`config.mk`:
```
export PLATFORM = sky130hd
export DESIGN_NAME = platform_csr_bank
export DESIGN_NICKNAME = d
export VERILOG_FILES = /design/src/hw/platform_csr_pkg.sv /design/src/hw/platform_csr_bank.sv /design/src/hw/region_attr_resolve.sv
export SDC_FILE = /design/constraint.sdc
export NUM_CORES = 1
export LEC_CHECK = 0
export BUFFER_PORTS_ARGS = -buffer_cell sky130_fd_sc_hd__buf_4
export CAP_MARGIN = 30
export CORE_AREA = 2 2 141 143
export CTS_CLUSTER_DIAMETER = 50
export DETAILED_ROUTE_END_ITERATION = 8
export DIE_AREA = 0 0 143 145
export PLACE_DENSITY = 0.65
export SYNTH_ARGS = -nofsm -noshare
export SYNTH_HDL_FRONTEND = slang
export SYNTH_SLANG_ARGS = --single-unit
```
`constraint.sdc`:
```
create_clock -name I_CLOCK -period 4.33 [get_ports I_CLOCK]
set_clock_uncertainty 0.15 [all_clocks]
set_input_delay 0.2165 -clock I_CLOCK [delete_from_list [all_inputs] [get_ports I_CLOCK]]
set_output_delay 0.2165 -clock I_CLOCK [all_outputs]
set_load 0.05 [all_outputs]
```
`src/hw/platform_csr_pkg.sv`:
```
// Package with offsets, field layout, reset values and carriers of the bank.
package platform_csr_pkg;

  // Register numbers in the core's control/status address space.
  localparam logic [11:0] REGION_ATTR_ADDR  = 12'h7C0;
  localparam logic [11:0] SYNC_TRIGGER_ADDR = 12'h7C4;
  localparam logic [11:0] ERR_UNLOCK_ADDR   = 12'hBC0;
  localparam logic [11:0] ERR_CAPTURE_ADDR  = 12'hFC0;

  // Region attribute layout: one pair of bits per region.
  localparam int REGION_COUNT     = 16;
  localparam int REGION_SEL_MSB   = 31;
  localparam int REGION_SEL_LSB   = 28;
  localparam int ATTR_PAIR_WIDTH  = 2;
  localparam int SIDE_EFFECT_BIT  = 1;
  localparam int CACHEABLE_BIT    = 0;

  // Trigger bit positions.
  localparam int DATA_FENCE_BIT   = 1;
  localparam int INSTR_FENCE_BIT  = 0;

  // Reset values.
  localparam logic [31:0] REGION_ATTR_RESET = 32'h0000_0000;
  localparam logic [31:0] ERR_CAPTURE_RESET = 32'h0000_0000;
  localparam logic [31:0] READ_ZERO         = 32'h0000_0000;

  // Cause codes reported with a non-maskable interrupt.
  localparam logic [31:0] NMI_CAUSE_PIN   = 32'h0000_0000;
  localparam logic [31:0] NMI_CAUSE_STORE = 32'hF000_0000;
  localparam logic [31:0] NMI_CAUSE_LOAD  = 32'hF000_0001;

  // Byte strobes that mark a whole word.
  localparam logic [3:0]  FULL_STRB       = 4'hF;

  typedef enum logic
  {
    ACCESS_FETCH = 1'b0,
    ACCESS_DATA  = 1'b1
  } access_kind_t;

  typedef struct packed
  {
    logic side_effect;
    logic cacheable;
  } mem_attr_t;

  typedef struct packed
  {
    logic        valid;
    logic        we;
    logic [11:0] addr;
    logic [31:0] wdata;
    logic        debug_mode;
  } csr_req_t;

  typedef struct packed
  {
    logic        ack;
    logic        hit;
    logic        illegal;
    logic [31:0] rdata;
  } csr_rsp_t;

  typedef struct packed
  {
    logic        valid;
    logic        local_mem;
    logic [31:0] addr;
    logic [3:0]  strb;
  } store_t;

  // Region index of an address, from its four top bits.
  function automatic logic [3:0] region_of(input logic [31:0] addr);
    return addr[REGION_SEL_MSB:REGION_SEL_LSB];
  endfunction

endpackage

```
`src/hw/platform_csr_bank.sv`:
```
// Platform control/status register bank: region attributes, error capture.
module platform_csr_bank
  import platform_csr_pkg::*;
(
  input  wire logic         I_CLOCK,
  input  wire logic         I_RST_N,
  input  wire csr_req_t     I_CSR_REQ,
  output csr_rsp_t          O_CSR_RSP,
  input  wire logic [31:0]  I_FETCH_ADDR,
  input  wire logic         I_FETCH_LOCAL,
  output mem_attr_t         O_FETCH_ATTR,
  input  wire logic [31:0]  I_DATA_ADDR,
  input  wire logic         I_DATA_LOCAL,
  output mem_attr_t         O_DATA_ATTR,
  output logic              O_DATA_FENCE_REQ,
  output logic              O_INSTR_FENCE_REQ,
  input  wire logic         I_BUS_ERR,
  input  wire logic         I_BUS_ERR_LOAD,
  input  wire logic [31:0]  I_BUS_ERR_ADDR,
  input  wire logic         I_NMI_PIN,
  output logic              O_NMI_REQ,
  output logic [31:0]       O_NMI_CAUSE,
  output logic [31:0]       O_ERR_CAPTURE,
  output logic              O_ERR_LOCKED,
  input  wire store_t       I_STORE,
  output logic              O_LOCAL_RMW_REQ,
  output logic [31:0]       O_LOCAL_RMW_ADDR,
  output logic              O_SYS_WR_VALID,
  output logic [31:0]       O_SYS_WR_ADDR,
  output logic [3:0]        O_SYS_WR_STRB
);

  // Every piece of state in the bank, registered as one word.
  typedef struct packed
  {
    logic [31:0] region_attr;
    logic [31:0] err_addr;
    logic        locked;
    csr_rsp_t    rsp;
    mem_attr_t   fetch_attr;
    mem_attr_t   data_attr;
    logic        data_fence;
    logic        instr_fence;
    logic        nmi_req;
    logic [31:0] nmi_cause;
    logic        nmi_pin_prev;
    logic        pin_pending;
    logic        local_rmw;
    logic [31:0] local_rmw_addr;
    logic        sys_wr_valid;
    logic [31:0] sys_wr_addr;
    logic [3:0]  sys_wr_strb;
  } bank_state_t;

  bank_state_t state;
  bank_state_t next_state;

  mem_attr_t   fetch_attr_comb;
  mem_attr_t   data_attr_comb;

  logic        sel_region;
  logic        sel_sync;
  logic        sel_unlock;
  logic        sel_capture;
  logic        csr_write;
  logic        sync_allowed;
  logic        pin_edge;
  logic        err_take;
  logic        partial;

  // Fetch attributes, looked up from the live attribute word.
  region_attr_resolve fetch_resolve
  (
    .i_attr_word    (state.region_attr),
    .i_addr         (I_FETCH_ADDR),
    .i_kind         (ACCESS_FETCH),
    .i_local_target (I_FETCH_LOCAL),
    .o_attr         (fetch_attr_comb)
  );

  // Load/store attributes, looked up from the same word.
  region_attr_resolve data_resolve
  (
    .i_attr_word    (state.region_attr),
    .i_addr         (I_DATA_ADDR),
    .i_kind         (ACCESS_DATA),
    .i_local_target (I_DATA_LOCAL),
    .o_attr         (data_attr_comb)
  );

  // Address decode of the four registers of the bank.
  assign sel_region   = I_CSR_REQ.valid
                        && (I_CSR_REQ.addr == REGION_ATTR_ADDR);
  assign sel_sync     = I_CSR_REQ.valid
                        && (I_CSR_REQ.addr == SYNC_TRIGGER_ADDR);
  assign sel_unlock   = I_CSR_REQ.valid
                        && (I_CSR_REQ.addr == ERR_UNLOCK_ADDR);
  assign sel_capture  = I_CSR_REQ.valid
                        && (I_CSR_REQ.addr == ERR_CAPTURE_ADDR);
  assign csr_write    = I_CSR_REQ.valid && I_CSR_REQ.we;

  // The trigger register exists only for a debugger halted in debug mode.
  assign sync_allowed = sel_sync && I_CSR_REQ.debug_mode;

  // The pin is taken as synchronous; a rising edge is one request.
  assign pin_edge     = I_NMI_PIN && !state.nmi_pin_prev;

  // A bus error is only taken while the capture is open.
  assign err_take     = I_BUS_ERR && !state.locked;

  // A store that leaves any byte lane unwritten is partial.
  assign partial      = I_STORE.strb != FULL_STRB;

  // Next-state logic of the whole bank.
  always_comb
  begin
    next_state = state;

    // Answer every access one cycle later; unmapped numbers are not ours.
    next_state.rsp.ack     = I_CSR_REQ.valid;
    next_state.rsp.hit     = sel_region || sel_sync || sel_unlock
                             || sel_capture;
    next_state.rsp.illegal = 1'b0;
    next_state.rsp.rdata   = READ_ZERO;

    // Attribute word: every value is legal, so it is stored as written.
    if (sel_region)
    begin
      next_state.rsp.rdata = state.region_attr;
      if (csr_write)
      begin
        next_state.region_attr = I_CSR_REQ.wdata;
      end
    end

    // Trigger bits are pulses; they never hold a value to read back.
    next_state.data_fence  = 1'b0;
    next_state.instr_fence = 1'b0;
    if (sel_sync && !I_CSR_REQ.debug_mode)
    begin
      next_state.rsp.illegal = 1'b1;
    end
    else if (sync_allowed)
    begin
      next_state.rsp.rdata = READ_ZERO;
      if (csr_write)
      begin
        next_state.data_fence  = I_CSR_REQ.wdata[DATA_FENCE_BIT];
        next_state.instr_fence = I_CSR_REQ.wdata[INSTR_FENCE_BIT];
      end
    end

    // Capture register lives in read-only space; a write is refused.
    if (sel_capture)
    begin
      next_state.rsp.rdata = state.err_addr;
      if (csr_write)
      begin
        next_state.rsp.illegal = 1'b1;
      end
    end

    // Unlock takes any value and reads back as zero.
    if (sel_unlock)
    begin
      next_state.rsp.rdata = READ_ZERO;
      if (csr_write)
      begin
        next_state.locked = 1'b0;
      end
    end

    // An error in the same cycle as an unlock of the capture is not taken; the old lock still gates it.
    next_state.nmi_req      = 1'b0;
    next_state.nmi_pin_prev = I_NMI_PIN;
    if (err_take)
    begin
      next_state.err_addr  = I_BUS_ERR_ADDR;
      next_state.locked    = 1'b1;
      next_state.nmi_req   = 1'b1;
      next_state.nmi_cause = I_BUS_ERR_LOAD ? NMI_CAUSE_LOAD
                                            : NMI_CAUSE_STORE;
      // A pin request in this cycle waits one cycle rather than vanish.
      if (pin_edge)
      begin
        next_state.pin_pending = 1'b1;
      end
    end
    else if (pin_edge || state.pin_pending)
    begin
      // Pin requests pass whether or not the capture is locked.
      next_state.nmi_req     = 1'b1;
      next_state.nmi_cause   = NMI_CAUSE_PIN;
      next_state.pin_pending = 1'b0;
    end

    // Attributes are registered, which costs one cycle of lookup latency.
    next_state.fetch_attr = fetch_attr_comb;
    next_state.data_attr  = data_attr_comb;

    // Partial writes: local ones ask for a merge with fresh check bits.
    next_state.local_rmw      = I_STORE.valid && I_STORE.local_mem
                                && partial;
    next_state.local_rmw_addr = I_STORE.addr;

    // System writes go out with their byte lanes; the target merges.
    next_state.sys_wr_valid = I_STORE.valid && !I_STORE.local_mem;
    next_state.sys_wr_addr  = I_STORE.addr;
    next_state.sys_wr_strb  = I_STORE.strb;
  end

  // Synchronous reset puts every field to its documented value.
  always_ff @(posedge I_CLOCK)
  begin
    if (!I_RST_N)
    begin
      state             <= '0;
      state.region_attr <= REGION_ATTR_RESET;
      state.err_addr    <= ERR_CAPTURE_RESET;
      state.locked      <= 1'b0;
      state.nmi_cause   <= NMI_CAUSE_PIN;
    end
    else
    begin
      state <= next_state;
    end
  end

  // Every output is a field of the registered state.
  assign O_CSR_RSP         = state.rsp;
  assign O_FETCH_ATTR      = state.fetch_attr;
  assign O_DATA_ATTR       = state.data_attr;
  assign O_DATA_FENCE_REQ  = state.data_fence;
  assign O_INSTR_FENCE_REQ = state.instr_fence;
  assign O_NMI_REQ         = state.nmi_req;
  assign O_NMI_CAUSE       = state.nmi_cause;
  assign O_ERR_CAPTURE     = state.err_addr;
  assign O_ERR_LOCKED      = state.locked;
  assign O_LOCAL_RMW_REQ   = state.local_rmw;
  assign O_LOCAL_RMW_ADDR  = state.local_rmw_addr;
  assign O_SYS_WR_VALID    = state.sys_wr_valid;
  assign O_SYS_WR_ADDR     = state.sys_wr_addr;
  assign O_SYS_WR_STRB     = state.sys_wr_strb;

endmodule // platform_csr_bank

```
`src/hw/region_attr_resolve.sv`:
```
// Resolves the effective attributes of one access from the attribute word.
module region_attr_resolve
  import platform_csr_pkg::*;
(
  input  wire logic [31:0]  i_attr_word,
  input  wire logic [31:0]  i_addr,
  input  wire access_kind_t i_kind,
  input  wire logic         i_local_target,
  output mem_attr_t         o_attr
);

  logic [3:0] region;
  logic [1:0] pair;

  // Pick the pair of the addressed region.
  assign region = region_of(i_addr);
  assign pair   = i_attr_word[region * ATTR_PAIR_WIDTH +: ATTR_PAIR_WIDTH];

  // The stored pair stays as written; only its use is remapped here.
  always_comb
  begin
    o_attr.side_effect = pair[SIDE_EFFECT_BIT];
    o_attr.cacheable   = pair[CACHEABLE_BIT];
    if (pair[SIDE_EFFECT_BIT] && pair[CACHEABLE_BIT])
    begin
      // The illegal pair means cacheable for fetches, side effect for data.
      o_attr.side_effect = (i_kind == ACCESS_DATA);
      o_attr.cacheable   = (i_kind == ACCESS_FETCH);
    end
    if (i_kind == ACCESS_FETCH)
    begin
      // Fetches never see side effects.
      o_attr.side_effect = 1'b0;
      // Fetches from local instruction memory are never cached.
      if (i_local_target)
      begin
        o_attr.cacheable = 1'b0;
      end
    end
    else if (i_local_target)
    begin
      // Local memories and interrupt controller registers are idempotent.
      o_attr.side_effect = 1'b0;
    end
  end

endmodule // region_attr_resolve

```
# Yosys cells after proc, flatten, opt, wreduce, memory -nomap -nowiden

Index checks and enable logic that the tools add are counted.
W data, S select, Z words.

Bits in registers: 179
Word-level logic and storage cells: 82

Eq/ne operators: 6
Shift-type cells: 2
Multiplexer cells: 17
Bitwise logic cells: 3
Reductions and logical operators: 33

Operators with widths:

| cell                   | number |
|---|---|
| $mux W33               | 3 |
| $mux W32               | 3 |
| $shiftx A32 B6 Y2      | 2 |
| $eq A12 B11 Y1 const B | 2 |
| $eq A12 B12 Y1 const B | 2 |
| $logic_and A1 B1 Y1    | 14 |
| $mux W1                | 10 |
| $reduce_or A2 Y1       | 4 |
| $reduce_and A2 Y1      | 3 |
| $reduce_bool A2 Y1     | 3 |
| $logic_not A1 Y1       | 4 |
| $logic_or A1 B1 Y1     | 4 |
| $ne A4 B4 Y1 const B   | 1 |
| $reduce_or A4 Y1       | 1 |
| $not A1 Y1             | 3 |
| $mux W2                | 1 |
| $ne A2 B2 Y1 const B   | 1 |

# Depth between registers and ports, before layout

Depth in word-level cells: 6
Gate-level depth with buffers: 6

# Hierarchy

Synthesis repeated with hierarchy kept, for this count alone.

Cells, all modules: 774
Area total of the unflattened synthesis: 7329.5 um2

Modules (own cells, without submodules):

| module              | times used | cells each | area each (um2) | seq. area each (um2) |
|---|---|---|---|---|
| platform_csr_bank   | 1          | 696        | 6656.4          | 2982.9 |
| region_attr_resolve | 2          | 39         | 336.6           | 0.0 |

# Worst setup path after synthesis

OpenSTA, ideal clock, no wires.

Kind: reg-to-reg
From: register state, in the netlist O_ERR_LOCKED
To: register state, in the netlist O_ERR_CAPTURE[10]
Setup time: 0.076 ns
Arrival: 1.501 ns
Data required time: 4.104 ns
Path slack: 2.603 ns
Cell stages (with the launch flop): 6
Path buffers: 2
Cells stage by stage: dfxtp_1 -> nand2b_1 -> clkbuf_1 -> clkbuf_1 -> nand2_1 -> a21boi_0

Cells in the longest elaborated chain, start to end: 2

Ends and longest elaborated chain:

| item                   | line                     | source |
|---|---|---|
| from (decl)            | platform_csr_bank.sv:55  | `bank_state_t state;` |
| from (signal assigned) | platform_csr_bank.sv:225 | `state <= next_state;` |
| $logic_not A1 Y1       | platform_csr_bank.sv:109 | `assign err_take = I_BUS_ERR && !state.locked;` |
| $logic_and A1 B1 Y1    | platform_csr_bank.sv:109 |  |

No other way between the ends.
A chain may end at the register's enable or synchronous reset.

# Final worst setup path

From: input port I_CSR_REQ[46] (netlist bit)
To: register state, in the netlist O_CSR_RSP[31]

Cells in the longest elaborated chain, start to end: 5
Elaborated cells between the ends (all ways): 11
Those cells by class: 4 x mux; 7 x reduce/logical

Ends and longest elaborated chain:

| item                                                   | line                                               | source |
|---|---|---|
| from (decl)                                            | platform_csr_bank.sv:7                             | `input wire csr_req_t I_CSR_REQ,` |
| $logic_and A1 B1 Y1, on equally long branches          | platform_csr_bank.sv:93, platform_csr_bank.sv:95   |  |
| $mux W32 / $logic_and A1 B1 Y1 (equally long branches) | platform_csr_bank.sv:127, platform_csr_bank.sv:103 |  |
| $mux W32                                               | platform_csr_bank.sv:143                           | `else if (sync_allowed)` |
| $mux W32                                               | platform_csr_bank.sv:139                           | `if (sel_sync && !I_CSR_REQ.debug_mode)` |
| $mux W33                                               | platform_csr_bank.sv:154                           | `if (sel_capture)` |

Several ways; a longest one is shown, not always the timed one.

==> flow_results.org <==
** Timing
- In this run the tightest slew margin relative to its limit is 0.342.
- Dividing the final minimum period by the clock period gives 0.536.
- # setup viols final :: 0
- Post-route minimum period :: ~2300 ps
- Pins Over Slew Limit :: 0
- The final count of hold timing violations was 0.
- In the final timing run, aggregate negative setup slack is 0 ps.
- Derived from the worst setup path, the maximum achievable clock frequency is 431 MHz.
- Unrepaired setup endpoints after global routing :: no
- Slew at the pin with the worst max-slew slack :: approximately 1000 ps

** Cells and area
- Utilization after layout :: 0.497
- Of the cells placed in the final design, the portion with a size suffix greater than 1 is 0.355.
- Diodes inserted :: 0
- Number of nets in the final layout :: 1102
- Compared with the post-synthesis result, the final layout area differs by 42.2%.

** Yosys
- Sequential share of the synthesized area :: 0.441
- The synthesized design contains 0 enable-type register cells.
- Mean cell area of the mapped netlist :: a little under 10 um^2
- Syn Inst Count :: ~680
- Counting flops with an async set or reset pin after synthesis yields a share of 0.
- Yosys warns :: 0
- For this run, the leading register cell type out of synthesis is dfxtp_1.
- Area of the mapped netlist :: 6710 um^2
- FF+latch count, synth :: 148
- Yosys mapped the design onto 32 distinct sky130hd cell types.

** Floorplanning
- Starting utilization of the core area :: 0.350
- I/O pins :: 365
- Floorplan Core Area :: approximately 19000 um^2
- Die area :: 20700 um^2
- Horizontal die dimension :: 143 um
- Overall die height :: 145 um
- Num rows :: 51

** Clock tree
- TritonCTS Buffers :: 17
- Maximum clock insertion buffer count :: 2
- Clock Sinks :: 148
- TritonCTS built the clock tree.
- CTS HTree Levels :: 4
- Later-pin clock latency in the skew report :: between 400 and 500 ps
- Clk slew on worst S/H paths :: 60 ps
- Post-CTS timing repair inserted 0 buffers for setup.
- Cell at the root of the clock tree :: clkbuf_16

** Setup path
- For this design, the slowest cell found on the critical path is or3b_1.
- STA classifies the critical path startpoint as a primary input.
- Kind of critical path :: primary input to register
- STA puts the critical path data arrival time at 2520 ps.
- Counting both buffers and inverters, the worst setup path holds a total of 3.
- The worst setup path is captured at a register.
- In this run the worst path has a maximum fanout of 17.
- Broken down by cell family, the worst path's largest delay share belongs to simple AND/OR/NAND/NOR gates.
- Walking the worst path, the cells encountered are dlygate4sd3_1 > buf_4 > and4b_1 > nand4_1 > or3b_1 > buf_4 > nor2_1.
- Counting stages on the worst path, the most repeated cell is buf_4.
- For this run, the slowest stage of the critical path takes about 740 ps.
- Data on the critical path is required at its endpoint by roughly 4500 ps.

** Global routing
- Combined global-route utilization of all metal layers :: 0.178
- The initial antenna violation count is 0.
- For this run the aggregate overflow at the end of global routing stands at 0.
- The first global-routing pass estimated 28400 um of wire.
- The via count of the first global-routing pass came to 5094.
- Entering global routing, the biggest net connects 64 pins.

** Place
- Routability-driven placement finished with a final weighted congestion of 0.762.
- The wire-length estimate of the detail-placed layout is 12500 um.
- Input and output buffers added on the ports amount to 280.

** Power
- The analysis attributes to cell leakage a power of 4.47 nW.
- Power spread over the standard cell area amounts to between 300 and 400 nW/um^2.
- Max IR drop VDD :: 0.239 mV

** Flow run
- Across the run, the number of max-cap violations was 0.

** Route
- Post-DR wirelength/cell :: approximately 15 um
- The first routing iteration left 143 violations.
- Using the TritonRoute via totals, the vias-per-cell ratio works out to 4.23.
- Wire length reported by the detailed router :: 18400 um
- The routed layout has 5038 vias.
- For this run, the detailed router's first-pass iteration total came to 4.
- In this run the remaining antenna-violating nets after routing total 0.
- In the routed design, unresolved DRC markers number 0.

** Status
- The flow ran to the end, and the final reports show no timing, DRC or antenna violations.

** Worst hold path
- Worst Hold Class :: primary input to register
-- per-stage QoR --
| stage | std cells | hold slack (ps) | area [um^2] | worst slack (ps) | total power (W) |
|---|---|---|---|---|---|
| global route | 1190 | 27.5 | 9550 | 1860 | 0.00369 |
| finish | 1190 | 29.9 | 9550 | 2010 | 0.00355 |
| floorplan | 704 | 138 | 6820 | 2600 | 0.00190 |
| CTS | 1190 | 12.3 | 9550 | 1990 | 0.00359 |
| detailed placement | 1047 | 270 | 7830 | 1900 | 0.00201 |
| global placement | 1047 | 272 | 7830 | 1930 | 0.00201 |
-- report_power, final --
group / switching [W] / total, W / internal [W] / leakage [nW]
combinational: 0.000381 / 0.000638 / 0.000258 / 2.98
clock: 0.000569 / 0.00148 / 0.000912 / 0.281
sequential: 0.0000263 / 0.00143 / 0.00140 / 1.21
-- layout make-up --
| type | count | area (um^2) |
|---|---|---|
| Multi-Input combinational cell | 350 | 2410 |
| Clock buffer | 20 | 447 |
| Sequential cell | 148 | 2960 |
| Tap cell | 265 | 332 |
| Inverter | 1 | 3.75 |
| Clock inverter | 10 | 134 |
| Fill cell | 1757 | 9660 |
| Timing Repair Buffer | 396 | 3260 |
-- layout by cell type (no fill, tap or decap), types with 2 or more instances in the layout --
cell type	n
a21boi_0	34
mux2i_1	64
mux4_2	13
conb_1	28
and3b_1	2
clkbuf_1	2
bufinv_16	3
nor2_1	36
clkinv_2	4
dlygate4sd3_1	113
dfxtp_1	148
clkinvlp_4	2
nand3_1	2
clkbuf_16	17
a31oi_1	2
a21oi_1	3
and4b_1	2
o21ai_0	3
nor4bb_1	2
and2_1	40
nand4_1	3
nand2_1	67
nand2b_1	4
nor2b_1	34
buf_4	283
-- cell families (layout without fill, tap and decap cells) --
logic type / after synthesis / after routing / share of synthesized area
and+or+nand+nor: 199 / 199 / 0.151
DFF: 148 / 148 / 0.441
muxes: 78 / 78 / 0.143
AOI/OAI and AO/OA: 45 / 45 / 0.0481
other: 1 / 28 / 0.000559
buffers and inverters: 206 / 427 / 0.216
-- repair_timing --
item                      in CTS  in global routing
hold buffers                 113                  0
gates resized for setup        0                  0
hold endpoints to repair     113                  0
-- registers in the layout, summed over array words and instances (netlist names) --
register / flops
O_DATA_ATTR: 2
O_LOCAL_RMW_REQ: 1
O_ERR_CAPTURE: 32
O_INSTR_FENCE_REQ: 1
O_SYS_WR_STRB: 4
O_CSR_RSP: 35
O_SYS_WR_VALID: 1
O_NMI_REQ: 1
state: 34
O_DATA_FENCE_REQ: 1
O_ERR_LOCKED: 1
O_NMI_CAUSE: 2
O_FETCH_ATTR: 1
O_SYS_WR_ADDR: 32
-- worst paths after layout --
path                                               startpoint  slack, ps  cells after the start                            end
worst min register to register  O_ERR_CAPTURE[1]$_SDFFE_PN0P_        330                      2  O_ERR_CAPTURE[1]$_SDFFE_PN0P_
worst min-delay path                          I_DATA_ADDR[31]         30                      3      O_DATA_ATTR[0]$_SDFF_PP0_
worst max register to register        state[205]$_SDFFE_PN0P_       2520                      3     O_FETCH_ATTR[0]$_SDFF_PP0_
worst max-delay path                            I_CSR_REQ[46]       2010                      7       O_CSR_RSP[31]$_SDFF_PP0_
-- synthesized netlist by cell type (4+ instances only) --
cell / n / area share
dfxtp_1: 148 / 0.44
nor2b_1: 35 / 0.033
nor2_1: 36 / 0.020
and2_1: 40 / 0.037
nand2_1: 67 / 0.037
buf_2: 5 / 0.0037
mux2i_1: 64 / 0.095
nand2b_1: 5 / 0.0047
mux4_2: 13 / 0.044
clkbuf_1: 25 / 0.014
buf_4: 171 / 0.19
a21boi_0: 34 / 0.038
buf_6: 4 / 0.0067
-- worst min-delay path, stage by stage --
cell and delay [ps]:
buf_4 90, mux4_2 180, a31oi_1 50
-- layer usage --
layer,share of wire,GRT usage
met1,0.43,0.220
met5,0,0
met2,0.49,0.295
met4,0.013,0.0584
met3,0.072,0.0535
(Power assumes the default switching activity.)
